[src/adc_cfg_regs.vh]
`ifndef ADC_CFG_REGS_VH
`define ADC_CFG_REGS_VH

// register locations, as seen in the target_select code
`define ADDR_GLOBAL_CONTROL 4'h0
`define ADDR_CCR_BLOCK_LOW 4'h4
`define ADDR_CCR_BLOCK_HIGH 4'h8

// command_byte fields
`define IR_DIR 7
`define IR_NB_HI 6
`define IR_NB_LO 5
`define IR_RB 4
`define IR_TGT_HI 3
`define IR_TGT_LO 2
`define IR_SUB_HI 1
`define IR_SUB_LO 0

// target_select upper pair
`define TGT_CR 2'h0
`define TGT_CCR_LOW 2'h1
`define TGT_CCR_HIGH 2'h2
`define TGT_RAM 2'h3

// RAM codes in target_select lower pair
`define RAM_DATA 2'h0
`define RAM_OFFSET 2'h1
`define RAM_POS 2'h2
`define RAM_NEG 2'h3

// global_control fields
`define CR_RSV_HI 15
`define CR_RSV_LO 13
`define CR_CHOP 12
`define CR_SUPPRESS 11
`define CR_LNR 10
`define CR_FREQ 9
`define CR_TWOS 8
`define CR_CNT_HI 7
`define CR_CNT_LO 5
`define CR_TWOPT 4
`define CR_SLEEP 3
`define CR_BDIR 2
`define CR_LSBF 1
`define CR_WIRE 0
`define CR_RESET 16'h0000
`define CR_RSV_ZERO 3'h0

// channel_config byte fields
`define CFG_SEL_HI 7
`define CFG_SEL_LO 5
`define CFG_POL 4
`define CFG_MODE_HI 3
`define CFG_MODE_LO 2
`define CFG_GAIN_HI 1
`define CFG_GAIN_LO 0
`define CCR_RESET 32'h0000_0000
`define MODE_CONVERT 2'h0
`define GAIN_UNIT 4'h1

// sequencing counts
`define LAST_BIT 3'h7
`define LNR_SCANS 3'h4
`define PLAIN_SCANS 3'h1
`define FIRST_LOGICAL 3'h0
`define SYNC_WIDTH 4
// idle pin levels: rstIoN high, csN high, data low, sclk low
`define SYNC_RESET 4'hC

`endif

[src/serial_pin_sync.v]
`timescale 1ns/100ps
`default_nettype none

module serial_pin_sync #(
  parameter WIDTH = 4,
  parameter [WIDTH-1:0] RESET_VAL = {WIDTH{1'b1}}
) (
  // clock and reset
  input wire clk,
  input wire rstn,
  input wire ce,
  // raw pins
  input wire [WIDTH-1:0] pinIn,
  // synchronised levels and edges
  output wire [WIDTH-1:0] level,
  output wire [WIDTH-1:0] rise,
  output wire [WIDTH-1:0] fall
);

  genvar i;
  generate
    for (i = 0; i < WIDTH; i = i + 1) begin : g_bit
      reg meta_r;
      reg stable_r;
      reg prev_r;
      // first stage feeds only the second stage
      always @(posedge clk or negedge rstn) begin
        if (!rstn) begin
          meta_r <= RESET_VAL[i];
          stable_r <= RESET_VAL[i];
          prev_r <= RESET_VAL[i];
        end else if (ce) begin
          meta_r <= pinIn[i];
          stable_r <= meta_r;
          prev_r <= stable_r;
        end
      end
      assign level[i] = stable_r;
      assign rise[i] = stable_r & ~prev_r;
      assign fall[i] = ~stable_r & prev_r;
    end
  endgenerate

endmodule // serial_pin_sync

`default_nettype wire

[src/adc_serial_config_register_bank.v]
`timescale 1ns/100ps
`default_nettype none
`include "adc_cfg_regs.vh"

module adc_serial_config_register_bank (
  // clock, reset, enable
  input wire clk,
  input wire rstn,
  input wire ce,
  // serial port pins
  input wire sclk,
  input wire csN,
  input wire rstIoN,
  input wire sdioIn,
  output wire sdioOut,
  output wire sdioOeN,
  output wire serialOutLine,
  output wire serialOutOeN,
  // converter datapath events
  input wire convStep,
  input wire calDone,
  // chip-level settings
  output wire chopBypass,
  output wire scanFlagSuppress,
  output wire lineNoiseFilterEn,
  output wire mainsFreqSelect,
  output wire twosComplementSel,
  output wire [2:0] activeChannelCount,
  output wire twoPointCal,
  output wire sleepRequest,
  output wire [63:0] channelConfig,
  // sequencing status
  output wire converting,
  output wire filterClear,
  output wire scanDoneN,
  output wire calActive,
  output wire [2:0] convPointer,
  output wire [2:0] curInputPair,
  output wire curBipolar,
  output wire [1:0] curOpMode,
  output wire [3:0] curGain,
  output wire twosCompActive,
  // RAM access requests
  output wire ramReq,
  output wire ramWrite,
  output wire [1:0] ramSel,
  output wire ramByteOrder
);

  localparam ST_INSTR = 2'h0;
  localparam ST_WRITE = 2'h1;
  localparam ST_READ = 2'h2;
  localparam ST_BURST = 2'h3;

  //////////////////////////////////////////////////////////////////////////////
  // pin synchronisation

  wire [`SYNC_WIDTH-1:0] pinLevel;
  wire [`SYNC_WIDTH-1:0] pinRise;
  wire [`SYNC_WIDTH-1:0] pinFall;

  serial_pin_sync #(
    .WIDTH(`SYNC_WIDTH),
    .RESET_VAL(`SYNC_RESET)
  ) u_sync (
    .clk(clk),
    .rstn(rstn),
    .ce(ce),
    .pinIn({rstIoN, csN, sdioIn, sclk}),
    .level(pinLevel),
    .rise(pinRise),
    .fall(pinFall)
  );

  wire sclkRise = pinRise[0];
  wire sclkFall = pinFall[0];
  wire dataIn = pinLevel[1];
  wire selected = ~pinLevel[2];
  wire ioReset = ~pinLevel[3];

  //////////////////////////////////////////////////////////////////////////////
  // register storage

  reg [15:0] crReg_r;
  reg [31:0] ccrLow_r;
  reg [31:0] ccrHigh_r;

  wire lsbFirst = crReg_r[`CR_LSBF];
  wire ascending = crReg_r[`CR_BDIR];
  wire threeWire = crReg_r[`CR_WIRE];
  wire sleepBit = crReg_r[`CR_SLEEP];
  wire lnrOn = crReg_r[`CR_LNR];
  wire [2:0] lastLogical = crReg_r[`CR_CNT_HI:`CR_CNT_LO];

  //////////////////////////////////////////////////////////////////////////////
  // logical channel view of the config store

  wire [63:0] logicalCfg;
  wire [7:0] calPending;

  genvar k;
  generate
    for (k = 0; k < 8; k = k + 1) begin : g_logical
      wire [7:0] cfgByte;
      // keeps every part-select inside its block
      if (k < 4) begin : g_hi
        assign cfgByte = ccrHigh_r[8*(3-k) +: 8];
      end else begin : g_lo
        assign cfgByte = ccrLow_r[8*(7-k) +: 8];
      end
      assign logicalCfg[8*k +: 8] = cfgByte;
      assign calPending[k] = (k <= lastLogical) &&
        (cfgByte[`CFG_MODE_HI:`CFG_MODE_LO] != `MODE_CONVERT);
    end
  endgenerate

  wire anyCal = |calPending;

  //////////////////////////////////////////////////////////////////////////////
  // serial engine state

  reg [1:0] state_r;
  reg [2:0] bitCnt_r;
  reg [7:0] rxSh_r;
  reg [7:0] txSh_r;
  reg [1:0] tgt_r;
  reg [1:0] byteIdx_r;
  reg [1:0] bytesLeft_r;
  reg sdioOut_r;
  reg sdioOeN_r;
  reg serialOut_r;
  reg serialOutOeN_r;
  reg ramReq_r;
  reg ramWrite_r;
  reg [1:0] ramSel_r;
  reg ramByteOrder_r;
  reg dataRamRead_r;

  wire [7:0] rxNext = lsbFirst ? {dataIn, rxSh_r[7:1]} : {rxSh_r[6:0], dataIn};
  wire byteDone = sclkRise && (bitCnt_r == `LAST_BIT);

  // register byte read mux
  function [7:0] regByte;
    input [1:0] tgt;
    input [1:0] idx;
    begin
      case (tgt)
        `TGT_CR: regByte = idx[0] ? crReg_r[15:8] : crReg_r[7:0];
        `TGT_CCR_LOW: regByte = ccrLow_r[{idx, 3'b000} +: 8];
        `TGT_CCR_HIGH: regByte = ccrHigh_r[{idx, 3'b000} +: 8];
        default: regByte = 8'h00;
      endcase
    end
  endfunction

  // next byte position, wrapping inside the register
  function [1:0] stepIdx;
    input [1:0] tgt;
    input [1:0] idx;
    input up;
    begin
      if (tgt == `TGT_CR) begin
        stepIdx = {1'b0, ~idx[0]};
      end else if (up) begin
        stepIdx = idx + 2'h1;
      end else begin
        stepIdx = idx - 2'h1;
      end
    end
  endfunction

  wire [1:0] cmdTgt = rxNext[`IR_TGT_HI:`IR_TGT_LO];
  // control register has only byte 0 and 1
  wire [1:0] cmdStart = (cmdTgt == `TGT_CR) ? {1'b0, rxNext[`IR_SUB_LO]} :
    rxNext[`IR_SUB_HI:`IR_SUB_LO];
  wire [1:0] nextIdx = stepIdx(tgt_r, byteIdx_r, ascending);

  wire wrByte = (state_r == ST_WRITE) && byteDone && selected;

  //////////////////////////////////////////////////////////////////////////////
  // serial engine

  always @(posedge clk or negedge rstn) begin
    if (!rstn) begin
      state_r <= ST_INSTR;
      bitCnt_r <= 3'h0;
      rxSh_r <= 8'h00;
      txSh_r <= 8'h00;
      tgt_r <= `TGT_CR;
      byteIdx_r <= 2'h0;
      bytesLeft_r <= 2'h0;
      ramReq_r <= 1'b0;
      ramWrite_r <= 1'b0;
      ramSel_r <= `RAM_DATA;
      ramByteOrder_r <= 1'b0;
      dataRamRead_r <= 1'b0;
    end else if (ce) begin
      ramReq_r <= 1'b0;
      dataRamRead_r <= 1'b0;
      if (ioReset) begin
        state_r <= ST_INSTR;
        bitCnt_r <= 3'h0;
      end else if (selected && sclkRise) begin
        // suspended while deselected, resumes on reselect
        bitCnt_r <= bitCnt_r + 3'h1;
        rxSh_r <= rxNext;
        if (bitCnt_r == `LAST_BIT) begin
          case (state_r)
            ST_INSTR: begin
              tgt_r <= cmdTgt;
              byteIdx_r <= cmdStart;
              bytesLeft_r <= rxNext[`IR_NB_HI:`IR_NB_LO];
              txSh_r <= regByte(cmdTgt, cmdStart);
              if (cmdTgt == `TGT_RAM) begin
                // RAM select, data RAM never written
                ramReq_r <= 1'b1;
                ramSel_r <= rxNext[`IR_SUB_HI:`IR_SUB_LO];
                ramWrite_r <= rxNext[`IR_DIR] && (rxNext[`IR_SUB_HI:`IR_SUB_LO] != `RAM_DATA);
                ramByteOrder_r <= rxNext[`IR_RB];
                dataRamRead_r <= !rxNext[`IR_DIR] && (rxNext[`IR_SUB_HI:`IR_SUB_LO] == `RAM_DATA);
                state_r <= ST_BURST;
              end else if (rxNext[`IR_DIR]) begin
                state_r <= ST_WRITE;
              end else begin
                state_r <= ST_READ;
              end
            end
            ST_WRITE, ST_READ: begin
              byteIdx_r <= nextIdx;
              bytesLeft_r <= bytesLeft_r - 2'h1;
              txSh_r <= regByte(tgt_r, nextIdx);
              if (bytesLeft_r == 2'h0) begin
                state_r <= ST_INSTR;
              end
            end
            ST_BURST: state_r <= ST_BURST;
            default: state_r <= ST_INSTR;
          endcase
        end
      end else if (selected && sclkFall && state_r == ST_READ) begin
        txSh_r <= lsbFirst ? {1'b0, txSh_r[7:1]} : {txSh_r[6:0], 1'b0};
      end
    end
  end

  //////////////////////////////////////////////////////////////////////////////
  // data pins: driven on falling sclk

  wire reading = selected && (state_r == ST_READ) && !ioReset;
  wire txBit = lsbFirst ? txSh_r[0] : txSh_r[7];

  always @(posedge clk or negedge rstn) begin
    if (!rstn) begin
      sdioOut_r <= 1'b0;
      sdioOeN_r <= 1'b1;
      serialOut_r <= 1'b0;
      serialOutOeN_r <= 1'b1;
    end else if (ce) begin
      if (sclkFall && reading) begin
        sdioOut_r <= txBit;
        serialOut_r <= txBit;
      end
      sdioOeN_r <= !(reading && !threeWire);
      serialOutOeN_r <= !(reading && threeWire);
    end
  end

  //////////////////////////////////////////////////////////////////////////////
  // configuration registers

  reg [2:0] convPtr_r;

  always @(posedge clk or negedge rstn) begin
    if (!rstn) begin
      crReg_r <= `CR_RESET;
      ccrLow_r <= `CCR_RESET;
      ccrHigh_r <= `CCR_RESET;
    end else if (ce) begin
      if (wrByte && tgt_r == `TGT_CR && byteIdx_r[0]) begin
        crReg_r[15:8] <= rxNext;
      end
      if (wrByte && tgt_r == `TGT_CR && !byteIdx_r[0]) begin
        crReg_r[7:0] <= rxNext;
      end
      if (wrByte && tgt_r == `TGT_CCR_LOW) begin
        ccrLow_r[{byteIdx_r, 3'b000} +: 8] <= rxNext;
      end
      if (wrByte && tgt_r == `TGT_CCR_HIGH) begin
        ccrHigh_r[{byteIdx_r, 3'b000} +: 8] <= rxNext;
      end
      if (calDone && !sleepBit && !convPtr_r[2]) begin
        ccrHigh_r[{~convPtr_r[1:0], 3'b010} +: 2] <= `MODE_CONVERT;
      end
      if (calDone && !sleepBit && convPtr_r[2]) begin
        ccrLow_r[{~convPtr_r[1:0], 3'b010} +: 2] <= `MODE_CONVERT;
      end
    end
  end

  //////////////////////////////////////////////////////////////////////////////
  // scan sequencing

  reg [2:0] scans_r;
  reg scanDoneN_r;
  reg converting_r;
  reg filterClear_r;
  reg calActive_r;
  reg [7:0] curCfg_r;
  reg [3:0] curGain_r;
  reg twosCompActive_r;

  wire [2:0] scansNeeded = lnrOn ? `LNR_SCANS : `PLAIN_SCANS;
  wire scanEnd = convStep && !sleepBit && (convPtr_r == lastLogical);
  wire [2:0] scansNext = (scans_r == scansNeeded) ? scans_r : scans_r + 3'h1;
  wire eosFire = scanEnd && (scansNext >= scansNeeded);
  wire eosBlocked = crReg_r[`CR_SUPPRESS] && anyCal;
  wire [7:0] ptrCfg = logicalCfg[{convPtr_r, 3'b000} +: 8];

  always @(posedge clk or negedge rstn) begin
    if (!rstn) begin
      convPtr_r <= `FIRST_LOGICAL;
      scans_r <= 3'h0;
      scanDoneN_r <= 1'b1;
      converting_r <= 1'b0;
      filterClear_r <= 1'b1;
      calActive_r <= 1'b0;
      curCfg_r <= 8'h00;
      curGain_r <= `GAIN_UNIT;
      twosCompActive_r <= 1'b0;
    end else if (ce) begin
      converting_r <= !sleepBit;
      filterClear_r <= sleepBit;
      calActive_r <= anyCal;
      curCfg_r <= ptrCfg;
      curGain_r <= `GAIN_UNIT << ptrCfg[`CFG_GAIN_HI:`CFG_GAIN_LO];
      // two's complement only for bipolar channels
      twosCompActive_r <= crReg_r[`CR_TWOS] && ptrCfg[`CFG_POL];
      if (sleepBit) begin
        convPtr_r <= `FIRST_LOGICAL;
        scans_r <= 3'h0;
        scanDoneN_r <= 1'b1;
      end else begin
        if (convStep) begin
          convPtr_r <= (convPtr_r == lastLogical) ? `FIRST_LOGICAL : convPtr_r + 3'h1;
        end
        if (scanEnd) begin
          scans_r <= scansNext;
        end
        // new scan beats a data RAM read in the same cycle
        if (eosFire && !eosBlocked) begin
          scanDoneN_r <= 1'b0;
        end else if (dataRamRead_r) begin
          scanDoneN_r <= 1'b1;
        end
      end
    end
  end

  //////////////////////////////////////////////////////////////////////////////
  // outputs

  assign sdioOut = sdioOut_r;
  assign sdioOeN = sdioOeN_r;
  assign serialOutLine = serialOut_r;
  assign serialOutOeN = serialOutOeN_r;
  assign chopBypass = crReg_r[`CR_CHOP];
  assign scanFlagSuppress = crReg_r[`CR_SUPPRESS];
  assign lineNoiseFilterEn = crReg_r[`CR_LNR];
  assign mainsFreqSelect = crReg_r[`CR_FREQ];
  assign twosComplementSel = crReg_r[`CR_TWOS];
  assign activeChannelCount = crReg_r[`CR_CNT_HI:`CR_CNT_LO];
  assign twoPointCal = crReg_r[`CR_TWOPT];
  assign sleepRequest = crReg_r[`CR_SLEEP];
  assign channelConfig = {ccrHigh_r, ccrLow_r};
  assign converting = converting_r;
  assign filterClear = filterClear_r;
  assign scanDoneN = scanDoneN_r;
  assign calActive = calActive_r;
  assign convPointer = convPtr_r;
  // code n is input pair n plus one
  assign curInputPair = curCfg_r[`CFG_SEL_HI:`CFG_SEL_LO];
  assign curBipolar = curCfg_r[`CFG_POL];
  assign curOpMode = curCfg_r[`CFG_MODE_HI:`CFG_MODE_LO];
  assign curGain = curGain_r;
  assign twosCompActive = twosCompActive_r;
  assign ramReq = ramReq_r;
  assign ramWrite = ramWrite_r;
  assign ramSel = ramSel_r;
  assign ramByteOrder = ramByteOrder_r;

endmodule // adc_serial_config_register_bank

`default_nettype wire

[config.mk]
export PLATFORM = sky130hd
export DESIGN_NAME = adc_serial_config_register_bank
export DESIGN_NICKNAME = d
export VERILOG_FILES = /design/src/serial_pin_sync.v /design/src/adc_serial_config_register_bank.v
export VERILOG_INCLUDE_DIRS = /design/src /design/src/src
export SDC_FILE = /design/constraint.sdc
export NUM_CORES = 1
export LEC_CHECK = 0
export BUFFER_PORTS_ARGS = -buffer_cell sky130_fd_sc_hd__buf_2
export CORE_MARGIN = 1
export CORE_UTILIZATION = 45
export CTS_BUF_LIST = sky130_fd_sc_hd__clkbuf_8 sky130_fd_sc_hd__clkbuf_16
export CTS_CLUSTER_DIAMETER = 30
export DETAILED_ROUTE_END_ITERATION = 7
export GPL_TIMING_DRIVEN = 0
export PLACE_DENSITY = 0.65
export SLEW_MARGIN = 20
export SYNTH_ARGS = -nofsm -noshare
export SYNTH_HDL_FRONTEND = slang
export SYNTH_SLANG_ARGS = --single-unit
[constraint.sdc]
create_clock -name clk -period 4 [get_ports clk]
set_input_delay 0.8 -clock clk [delete_from_list [all_inputs] [get_ports clk]]
set_output_delay 0.8 -clock clk [all_outputs]
set_load 0.05 [all_outputs]
### Yosys cells after proc, flatten, opt, wreduce, memory -nomap -nowiden

Cells that the tools add are included.

| word-level totals | value |
|---|---|
| bits in registers | 148 |
| output and inout bits | 101 |

| cells by class | value |
|---|---|
| shift operators | 10 |
| bitwise logic cells | 7 |
| $lt $le $gt $ge | 8 |
| mux-type cells | 55 |
| reductions and logical operators | 76 |
| add/sub/neg operators | 8 |
| equality and inequality tests | 16 |

Operators with widths:

| operator | count |
|---|---|
| $mux 32 | 6 |
| $bwmux 32 | 4 |
| $shiftx 32x6->8 | 4 |
| $shiftx 64x7->8 | 1 |
| $mux 8 | 7 |
| $pmux 8 s3 | 2 |
| $logic_and 1x1->1 | 34 |
| $shift 2x7->32 const A | 1 |
| $shift 8x7->32 const A | 1 |
| $shiftx 2x7->32 const A | 1 |
| $shiftx 8x7->32 | 1 |
| $mux 3 | 9 |
| $reduce_bool 2->1 | 13 |
| $mux 2 | 9 |
| $pmux 8 s2 | 1 |
| $reduce_and 5->1 | 3 |
| $mux 1 | 14 |
| $neg 5->7 | 2 |
| $reduce_and 2->1 | 7 |
| $le 3x3->1 const A | 4 |
| $eq 2x2->1 const B | 5 |
| $logic_not 2->1 | 5 |
| $add 3x1->3 const B | 3 |
| $logic_not 1->1 | 8 |
| other kinds (23) | 35 |

### Longest topological paths before layout

Gate-level depths: netlist (run 1).

| logic depth | value |
|---|---|
| word-level depth | 10 |
| depth in mapped cells | 11 |

### Modules after synthesis

A second synthesis (run 1) with hierarchy kept.

| second synthesis, totals | value |
|---|---|
| cells, all modules | 771 |
| area total of the unflattened synthesis | 8780.9 µm² |

Modules (own cells, without submodules):

| module | instances | area each (µm²) | cells an instance |
|---|---|---|---|
| adc_serial_config_register_bank | 1 | 8209.1 | 734 |
| serial_pin_sync | 1 | 571.8 | 37 |

### Worst setup path before layout (run 1)

No wires, ideal clock.

| timing path | value |
|---|---|
| path kind | reg-to-reg |
| start point | register crReg_r[1] |
| end point | register txSh_r[6] |
| data required time | 3.913 ns |
| clock period less this slack | 2.850 ns |
| stages on the path, launching flop included | 11 |
| arrival | 2.764 ns |
| slack | 1.150 ns |
| cells stage by stage | dfrtp_1 -> buf_6 -> buf_2 -> mux2i_1 -> inv_1 -> ha_1 -> or3b_2 -> o22ai_1 -> a22o_1 -> a221oi_1 -> o211ai_1 |

| on the way | value |
|---|---|
| longest elaborated chain between the ends | 8 |
| elaborated cells on any way between the ends | 14 |
| classes of those cells | 2 x eq/ne; 2 x shift; 9 x mux; 1 x reduce/logical |

RTL lines:

| what | RTL line | RTL |
|---|---|---|
| start: declaration | adc_serial_config_register_bank.v:84 | `reg [15:0] crReg_r;` |
| start signal: assignment | adc_serial_config_register_bank.v:275 | `` crReg_r <= `CR_RESET; `` |
| start signal: assignment | adc_serial_config_register_bank.v:283 | `crReg_r[7:0] <= rxNext;` |
| $mux 8 * | adc_serial_config_register_bank.v:139 | `wire [7:0] rxNext = lsbFirst ? {dataIn, rxSh_r[7:1]} : {rxSh_r[6:0], dataIn};` |
| named net rxNext[2] | adc_serial_config_register_bank.v:139 |  |
| $logic_not 2->1 | adc_serial_config_register_bank.v:147 | `case (tgt)` |
| $mux 2 | adc_serial_config_register_bank.v:174 | `` wire [1:0] cmdStart = (cmdTgt == `TGT_CR) ? {1'b0, rxNext[`IR_SUB_LO]} : `` |
| $shiftx 32x6->8 (on tied branches) | adc_serial_config_register_bank.v:150, adc_serial_config_register_bank.v:149 |  |
| $pmux 8 s3 * | adc_serial_config_register_bank.v:147 |  |
| $pmux 8 s2 * | adc_serial_config_register_bank.v:208 | `case (state_r)` |
| $mux 8 * | adc_serial_config_register_bank.v:207 | `` if (bitCnt_r == `LAST_BIT) begin `` |
| $mux 8 * | adc_serial_config_register_bank.v:203 | `end else if (selected && sclkRise) begin` |
| end signal: assignment | adc_serial_config_register_bank.v:213 | `txSh_r <= regByte(cmdTgt, cmdStart);` |
| end signal: assignment | adc_serial_config_register_bank.v:231 | `txSh_r <= regByte(tgt_r, nextIdx);` |
| end signal: assignment | adc_serial_config_register_bank.v:241 | `txSh_r <= lsbFirst ? {1'b0, txSh_r[7:1]} : {txSh_r[6:0], 1'b0};` |
| end: declaration | adc_serial_config_register_bank.v:125 | `reg [7:0] txSh_r;` |

Mark *: on every way through the listed nets, which the timed path passes. The rest lies on a longest branch. The select of a mux whose other input is x is not followed.
A chain may end at the register's enable or synchronous reset.

### Worst setup path after layout (run 1)

Ends and elaborated chain as after synthesis.

==> summary.md, run 1 <==
| Metric | Value |
|---|---|
| Status | complete, no violations |
| Warnings from Yosys | 0 |
| Worst setup SP type | flip-flop |
| Setup bufs post-CTS | 0 |
| Syn Nets | 823 |
| Vias in the first global route | 7055 |
| CP cell instances | buf_6 > buf_2 > mux2i_2 > inv_1 > ha_1 > or3b_2 > o22ai_1 > a22o_1 > a221oi_1 > o211ai_1 |
| Seq pwr share | 35.3% |
| DR pass1 iterations | 5 |
| H-tree depth | 4 |
| Sw frac | between 30% and 40% |
| Avg Inst Size Synth | approximately 11 um2 |
| Reg2Reg Launch Point | crReg_r[1]$_DFFE_PN0P_ |
| Die W | 139 um |
| Comb pwr share | between 20% and 30% |
| First DRT Iteration DRCs | 707 |
| Die footprint | 0.0194 mm2 |
| VDD IR-drop max | 0.000327 V |
| Clock Power Share | roughly 36% |
| Final Non-Filler Cells | approximately 1200 |
| CP Launch Point | crReg_r[1]$_DFFE_PN0P_ |
| Leak | 4.59 nW |
| Synthesized instance count | roughly 790 |
| CP Max Fanout | 10 |
| Clock transition at path regs | approximately 60 ps |
| Synthesized cell area | approximately 0.0085 mm2 |
| Vias/cell | 6.27 |
| Routed WL | 27400 um |
| Net Sw Power | ~1.8 mW |
| Core region area | 0.0182 mm2 |
| Worst-Skew Late Latency | around 430 ps |
| WL/cell | 23.7 um |
| Placed insts | 1125 |
| Total power draw | 5.11 mW |
| Max Buffers Root-to-Sink | 2 |
| Total global-route track usage | about 29% |
| Data required, critical path | 4340 ps |
| RSZ-0062 raised after global routing | no |
| Post-CTS sizing | 0 |
| Clock root buffer | clkbuf_16 |
| Power density over the cells | roughly 510 mW/mm2 |
| Critical path's slowest cell | mux2i_2 |
| Slowest Stage Delay on Critical Path | 770 ps |
| Commonest non-fill, non-tap cell in the layout | dfrtp_1 |
| Kind of critical path | flip-flop to flip-flop |
| Inserted Clock Buffers | 17 |
| Share of cells above drive strength 1 | 30.0% |
| Fin crit period | 3720 ps |
| GRT overflow | 0 |
| TritonCTS clock tree | yes |
| HP Class | input pin to async pin |
| Pins Over Slew Limit | 0 |
| Fin nets | ~950 |
| Worst R2R End | txSh_r[6]$_DFFE_PN0P_ |
| Hold buffers post-CTS | 0 |
| CTS Sinks | 146 |
| Synth Flop Type | dfrtp_1 |
| Clock skew | between 7 and 8 ps |
| Share of the clock period used by the worst path | 93.0% |
| Register area share after synthesis | roughly 43% |
| Fmax achieved | between 0.2 and 0.3 GHz |
| Crit path arrival time | 4060 ps |
| I/O pin count | 110 |
| Post-route antenna net violation count | 0 |
| Hpwl dp | 19900 um |
| Max-cap violation count | 0 |
| Antenna violations before repair | 1 |
| Routed via count | 7252 |
| Delay-heaviest family, CP | compound AO/OA/AOI/OAI gates |
| Diodes inserted | 0 |
| Post-synth ARST share | 100% |
| Fillers | 1571 |
| Commonest cells after routing, fill and taps aside | 137 x dfrtp_1, 123 x buf_2, 101 x nand2_1 |
| Post-synth EDFFs | 0 |
| Yosys cell types | 61 |
| First-pass GRT wire length | 42600 um |
| Buf/Inv on CP | 3 |
| Synth Register Bits | ~150 |
| Input/output buffers | 108 |
| Slew Limit Headroom | 35.7% |
| Row count | 49 |
| R2R setup slack | 280 ps |
| Final setup fails | 0 |
| Largest net degree at the start of global routing | ~90 |
| Actual slew at the worst max-slew pin | 946 ps |
| Area Overhead vs Synth | 18.4% |
| Initial Util | 46.6% |
| Residual DRC count | 0 |
| Die Ht | about 140 um |
| Crit path capture type | flip-flop |
| Internal | 3.32 mW |
| Fin. Hold Viols | 0 |
| R2R depth | 10 |
| Gpl congestion | slightly above 0.9 |
[layer usage]
layer | up-vias | part of all wire [%] | GRT usage, %
li1 | 3172 | - | -
met1 | 3630 | 42 | 39.8
met2 | 386 | 47 | 45.0
met3 | 64 | 8.9 | 8.36
met4 | 0 | 2.6 | 10.4
met5 | - | 0 | 0
[metrics by stage]
stage	setup slack, ps	cell area (um2)	TNS [ps]	hold slack (ps)	utilization (%)
detailed placement	216	9360	0	472	51.4
global placement	-52.5	9310	-5410	462	51.2
floorplan	1150	8490	0	451	-
global route	217	10000	0	425	55.2
finish	280	10000	0	378	55.2
CTS	216	10000	0	409	55.2
[power groups by stage]
stage               Clock (mW)  Combinational (mW)  Sequential (mW)
floorplan                    0               0.873             1.92
global placement             0                1.42             1.81
detailed placement           0                1.45             1.82
CTS                       1.84                1.46             1.79
global route              1.90                1.59             1.82
finish                    1.83                1.48             1.80
[cells in the mapped netlist (3+ instances only)]
library cell,number,area share (%)
inv_1,26,1.1
or3_1,6,0.44
a22o_1,9,0.93
a31oi_1,14,1.0
nand2b_1,5,0.37
dfstp_2,9,2.8
buf_2,16,0.94
o2bb2ai_1,5,0.52
ha_1,27,4.0
dfrtp_1,137,40
clkbuf_1,31,1.4
nor3b_1,3,0.27
mux2_2,39,5.2
a221oi_1,7,0.72
a22oi_1,9,0.80
nand3b_1,3,0.27
xnor2_1,3,0.31
o211ai_1,3,0.27
nand2_1,101,4.5
buf_4,6,0.53
a21oi_1,28,1.7
nand3_1,16,0.94
a32oi_1,3,0.31
o31ai_1,25,2.2
mux4_2,48,13
nor2_1,54,2.4
nor3_1,7,0.41
mux2i_1,23,2.7
a21o_1,6,0.53
or3b_2,3,0.31
o21ai_0,49,2.9
and3_1,3,0.22
o22ai_1,17,1.3
nor2b_1,5,0.37
[cell families after synthesis]
kind of cell / Yosys count / share of synthesized area, %
buf+inv: 87 / 4.56
simple gates: 220 / 11.9
compound gates: 191 / 14.8
mux: 112 / 21.1
flops: 146 / 43.2
xor+xnor: 4 / 0.590
fa+ha+maj: 27 / 3.98
[area by class of cell]
cell class | instances | area [um2] | share of cell area (%)
multi-input combinational | 554 | 4450 | 44.3
timing repair buffer | 109 | 578 | 5.75
tap | 229 | 287 | 2.85
clock buffer | 23 | 508 | 5.05
inverter | 29 | 109 | 1.08
clock inverter | 9 | 174 | 1.73
buffer | 58 | 279 | 2.78
sequential | 146 | 3660 | 36.5
[how the worst max path moves through the flow]
stage                                        end  slack [ps]  cells past startpoint
after floorplan            txSh_r[6]$_DFFE_PN0P_        1150                     10
after global placement    scans_r[2]$_DFFE_PN0P_         -50                      1
after detailed placement   txSh_r[6]$_DFFE_PN0P_         220                     11
after CTS                  txSh_r[6]$_DFFE_PN0P_         220                     11
after global routing       txSh_r[6]$_DFFE_PN0P_         220                     10
final                      txSh_r[6]$_DFFE_PN0P_         280                     10
Power figures use the tool's default switching activity.
==> run 2, diff against run 1 <==
--- a/config.mk
+++ b/config.mk
@@ -6,6 +6,7 @@
 export SDC_FILE = /design/constraint.sdc
 export NUM_CORES = 1
 export LEC_CHECK = 0
+export ABC_AREA = 1
 export BUFFER_PORTS_ARGS = -buffer_cell sky130_fd_sc_hd__buf_2
 export CORE_MARGIN = 1
 export CORE_UTILIZATION = 45
@@ -13,7 +14,7 @@
 export CTS_CLUSTER_DIAMETER = 30
 export DETAILED_ROUTE_END_ITERATION = 7
 export GPL_TIMING_DRIVEN = 0
-export PLACE_DENSITY = 0.65
+export PLACE_DENSITY = 0.64
 export SLEW_MARGIN = 20
 export SYNTH_ARGS = -nofsm -noshare
 export SYNTH_HDL_FRONTEND = slang
==> run 2 against run 1 <==
  * Clock skew is 2.3 ps higher
  * Register-to-register slack better by 110 ps
  * Count of clock-buffer cells in the layout is 6 lower
  * Combinational power hardly changed
  * Die area is 8.5% higher
  * Setup slack better by 110 ps
==> summary.md, run 2 <==
| Metric | Value |
|---|---|
| Die W | 145 um |
| Synthesized cell area | 0.00922 mm2 |
| Clock root buffer | clkbuf_16 |
| Power density over the cells | roughly 450 mW/mm2 |
| Post-synth EDFFs | 0 |
| Placed instance area | 0.0101 mm2 |
| Clock transition at path regs | 70 ps |
| WL/cell | 21.1 um |
| Post-layout util | a little over half |
| First DRT Iteration DRCs | 1123 |
| HP Class | input pin to async pin |
| Slew Limit Headroom | 36.6% |
| VDD IR-drop max | 0.000304 V |
| Core region area | ~0.020 mm2 |
| Seq pwr share | between 30% and 40% |
| Clock Power Share | between 30% and 40% |
| Synth Flop Type | dfrtp_1 |
| Max-cap violation count | 0 |
| Vias in the first global route | 9080 |
| CP Launch Point | crReg_r[1]$_DFFE_PN0P_ |
| Setup bufs post-CTS | 0 |
| Commonest non-fill, non-tap cell in the layout | nand2_1 |
| Internal | 2.79 mW |
| Most area-consuming cells after synthesis | dfrtp_1 37%, nand2_1 16%, o21ai_0 8.6% |
| Residual DRC count | 0 |
| Initial Util | 46.6% |
| Pins Over Slew Limit | 0 |
| Row count | 51 |
| Leak | 5.18 nW |
| DR pass1 iterations | 6 |
| Commonest cells after routing, fill and taps aside | 401 x nand2_1, 157 x o21ai_0, 137 x dfrtp_1 |
| I/O pin count | 110 |
| Placed insts | 1682 |
| Largest net degree at the start of global routing | 89 |
| Reg2Reg Launch Point | crReg_r[1]$_DFFE_PN0P_ |
| Share of cells above drive strength 1 | about 15% |
| Yosys cell types | 50 |
| Synth Register Bits | between 100 and 150 |
| Fin area | 0.0107 mm2 |
| Largest area contributor in the netlist | dfrtp_1 |
| Die footprint | around 0.021 mm2 |
| Max Buffers Root-to-Sink | 2 |
| Routed via count | 9728 |
| Routed WL | 36200 um |
| CP Max Fanout | 10 |
| Final Non-Filler Cells | around 1700 |
| Most frequent cell after synthesis | nand2_1 |
| Register area share after synthesis | between 30 and 40% |
| Final setup fails | 0 |
| Hpwl dp | 27200 um |
| Comb pwr share | 31.2% |
| Worst R2R End | txSh_r[7]$_DFFE_PN0P_ |
| Synthesized instance count | 1306 |
| Crit path capture type | flip-flop |
| Data required, critical path | 4340 ps |
| Crit path arrival time | about 4000 ps |
| First-pass GRT wire length | 55400 um |
| Post-route antenna net violation count | 0 |
| Sw frac | between 40 and 50% |
| Hold buffers post-CTS | 0 |
| Area Overhead vs Synth | 16.5% |
| Input/output buffers | 109 |
| Share of the clock period used by the worst path | 90.4% |
| Crit path to | txSh_r[7]$_DFFE_PN0P_ |
| Gpl congestion | 0.988 |
| Syn Nets | 1342 |
| Clock skew | 10.1 ps |
| Fin. Hold Viols | 0 |
| Fmax achieved | 0.277 GHz |
| Inserted Clock Buffers | 17 |
| Fin crit period | 3610 ps |
| Status | complete, no violations |
| Total power draw | 4.81 mW |
| R2R depth | 16 |
| Warnings from Yosys | 0 |
| Net Sw Power | 2.03 mW |
| R2R setup slack | 390 ps |
| GRT overflow | 0 |
| Kind of critical path | flip-flop to flip-flop |
| Post-synth top cells | 401 x nand2_1, 159 x o21ai_0, 137 x dfrtp_1 |
| Yosys top cell area share | 37.2% |
| Vias/cell | 5.68 |
| Actual slew at the worst max-slew pin | 942 ps |
| RSZ-0062 raised after global routing | no |
| Diodes inserted | 0 |
| Worst-Skew Late Latency | 440 ps |
| TritonCTS clock tree | yes |
| Die Ht | roughly 150 um |
| Fillers | 2034 |
| Total global-route track usage | 34.9% |
| H-tree depth | 4 |
| CTS Sinks | 146 |
| Post-CTS sizing | 0 |
| Total negative setup slack | 0 ps |
| Avg Inst Size Synth | 7.06 um2 |
| Post-synth ARST share | 100% |
| Worst setup SP type | flip-flop |
| Antenna violations before repair | 0 |
| Fin nets | 1472 |
-- run 2: cell types whose count changed after synthesis, moves of 10 or more --
| cell | change |
|---|---|
| o21ai_1 | +17 |
| o31ai_1 | -19 |
| nand3_1 | +78 |
| nand4_1 | +11 |
| mux4_2 | -48 |
| inv_1 | +104 |
| buf_2 | +10 |
| a21oi_1 | +53 |
| o211ai_1 | +10 |
| o21ai_0 | +110 |
| mux2_2 | -38 |
| nand2_1 | +300 |
| mux2i_1 | -19 |
-- run 2: final cells by class --
| cell class | count | area, um2 | share of cell area (%) |
|---|---|---|---|
| clock buffers | 17 | 425 | 3.96 |
| repair buffers | 111 | 591 | 5.50 |
| multi-input cells | 949 | 4690 | 43.7 |
| flip-flops and latches | 146 | 3660 | 34.1 |
| clock inverters | 15 | 165 | 1.54 |
| inverters | 139 | 522 | 4.86 |
| plain buffers | 72 | 340 | 3.17 |
| well taps | 265 | 332 | 3.09 |
-- run 2: routing by layer --
layer  vias up  GRT usage, %  wire (um)
met1      4568          50.2      15900
met2       521          51.5      15600
li1       4558             -          -
met4         0          13.2       1080
met3        81          6.79       3520
met5         -             0          0
-- run 2: power by group through the flow --
stage	registers, mW	clock network, mW	logic (mW)
after CTS	1.70	1.62	1.47
after floorplan	1.85	0	0.784
after detailed placement	1.72	0	1.46
final	1.70	1.61	1.50
after global routing	1.71	1.68	1.62
after global placement	1.72	0	1.44
-- run 2: worst min-delay path by stage --
stage	start	end	slack [ps]	cells past startpoint
3_5_place_dp	u_sync.g_bit[3].meta_r$_DFFE_PN1P_	u_sync.g_bit[3].meta_r$_DFFE_PN1P_	460	2
4_1_cts	rstn	curCfg_r[6]$_DFFE_PN0P_	300	1
3_3_place_gp	u_sync.g_bit[2].meta_r$_DFFE_PN1P_	u_sync.g_bit[2].meta_r$_DFFE_PN1P_	450	2
2_1_floorplan	crReg_r[0]$_DFFE_PN0P_	serialOutOeN$_DFFE_PN1P_	420	1
6_report	rstn	curCfg_r[6]$_DFFE_PN0P_	260	1
5_1_grt	rstn	curCfg_r[6]$_DFFE_PN0P_	320	1
-- run 2: kinds of logic (layout without fill, tap and decap cells) --
| kind of cell | count (synthesis) | after routing | share of synthesized area [%] |
|---|---|---|---|
| and+or+nand+nor | 596 | 596 | 27.3 |
| muxes | 5 | 5 | 0.557 |
| xor gates and xnor gates | 4 | 4 | 0.380 |
| adders and majority gates | 27 | 27 | 3.67 |
| AOI/OAI and AO/OA | 317 | 317 | 19.0 |
| DFF | 146 | 146 | 39.8 |
| buffers and inverters | 211 | 354 | 9.35 |
-- run 2: critical path, cell delays in order (launching register included) --
cell and delay [ps]:
dfrtp_1 460, buf_2 220, o21ai_1 580, inv_1 380, ha_1 290, buf_2 180, clkbuf_1 320, o21ai_0 300
nand2_1 70, nand2_1 100, nand2_1 90, nand3_1 130, nand2_1 80, nand2_1 70, nand3_1 90, nand2_1 100
nand2_1 50
-- run 2: stage by stage --
stage | setup slack (ps) | hold WS, ps
2_1_floorplan | 1570 | 418
3_3_place_gp | -94.4 | 455
3_5_place_dp | 147 | 463
4_1_cts | 146 | 295
5_1_grt | 253 | 315
6_report | 385 | 258
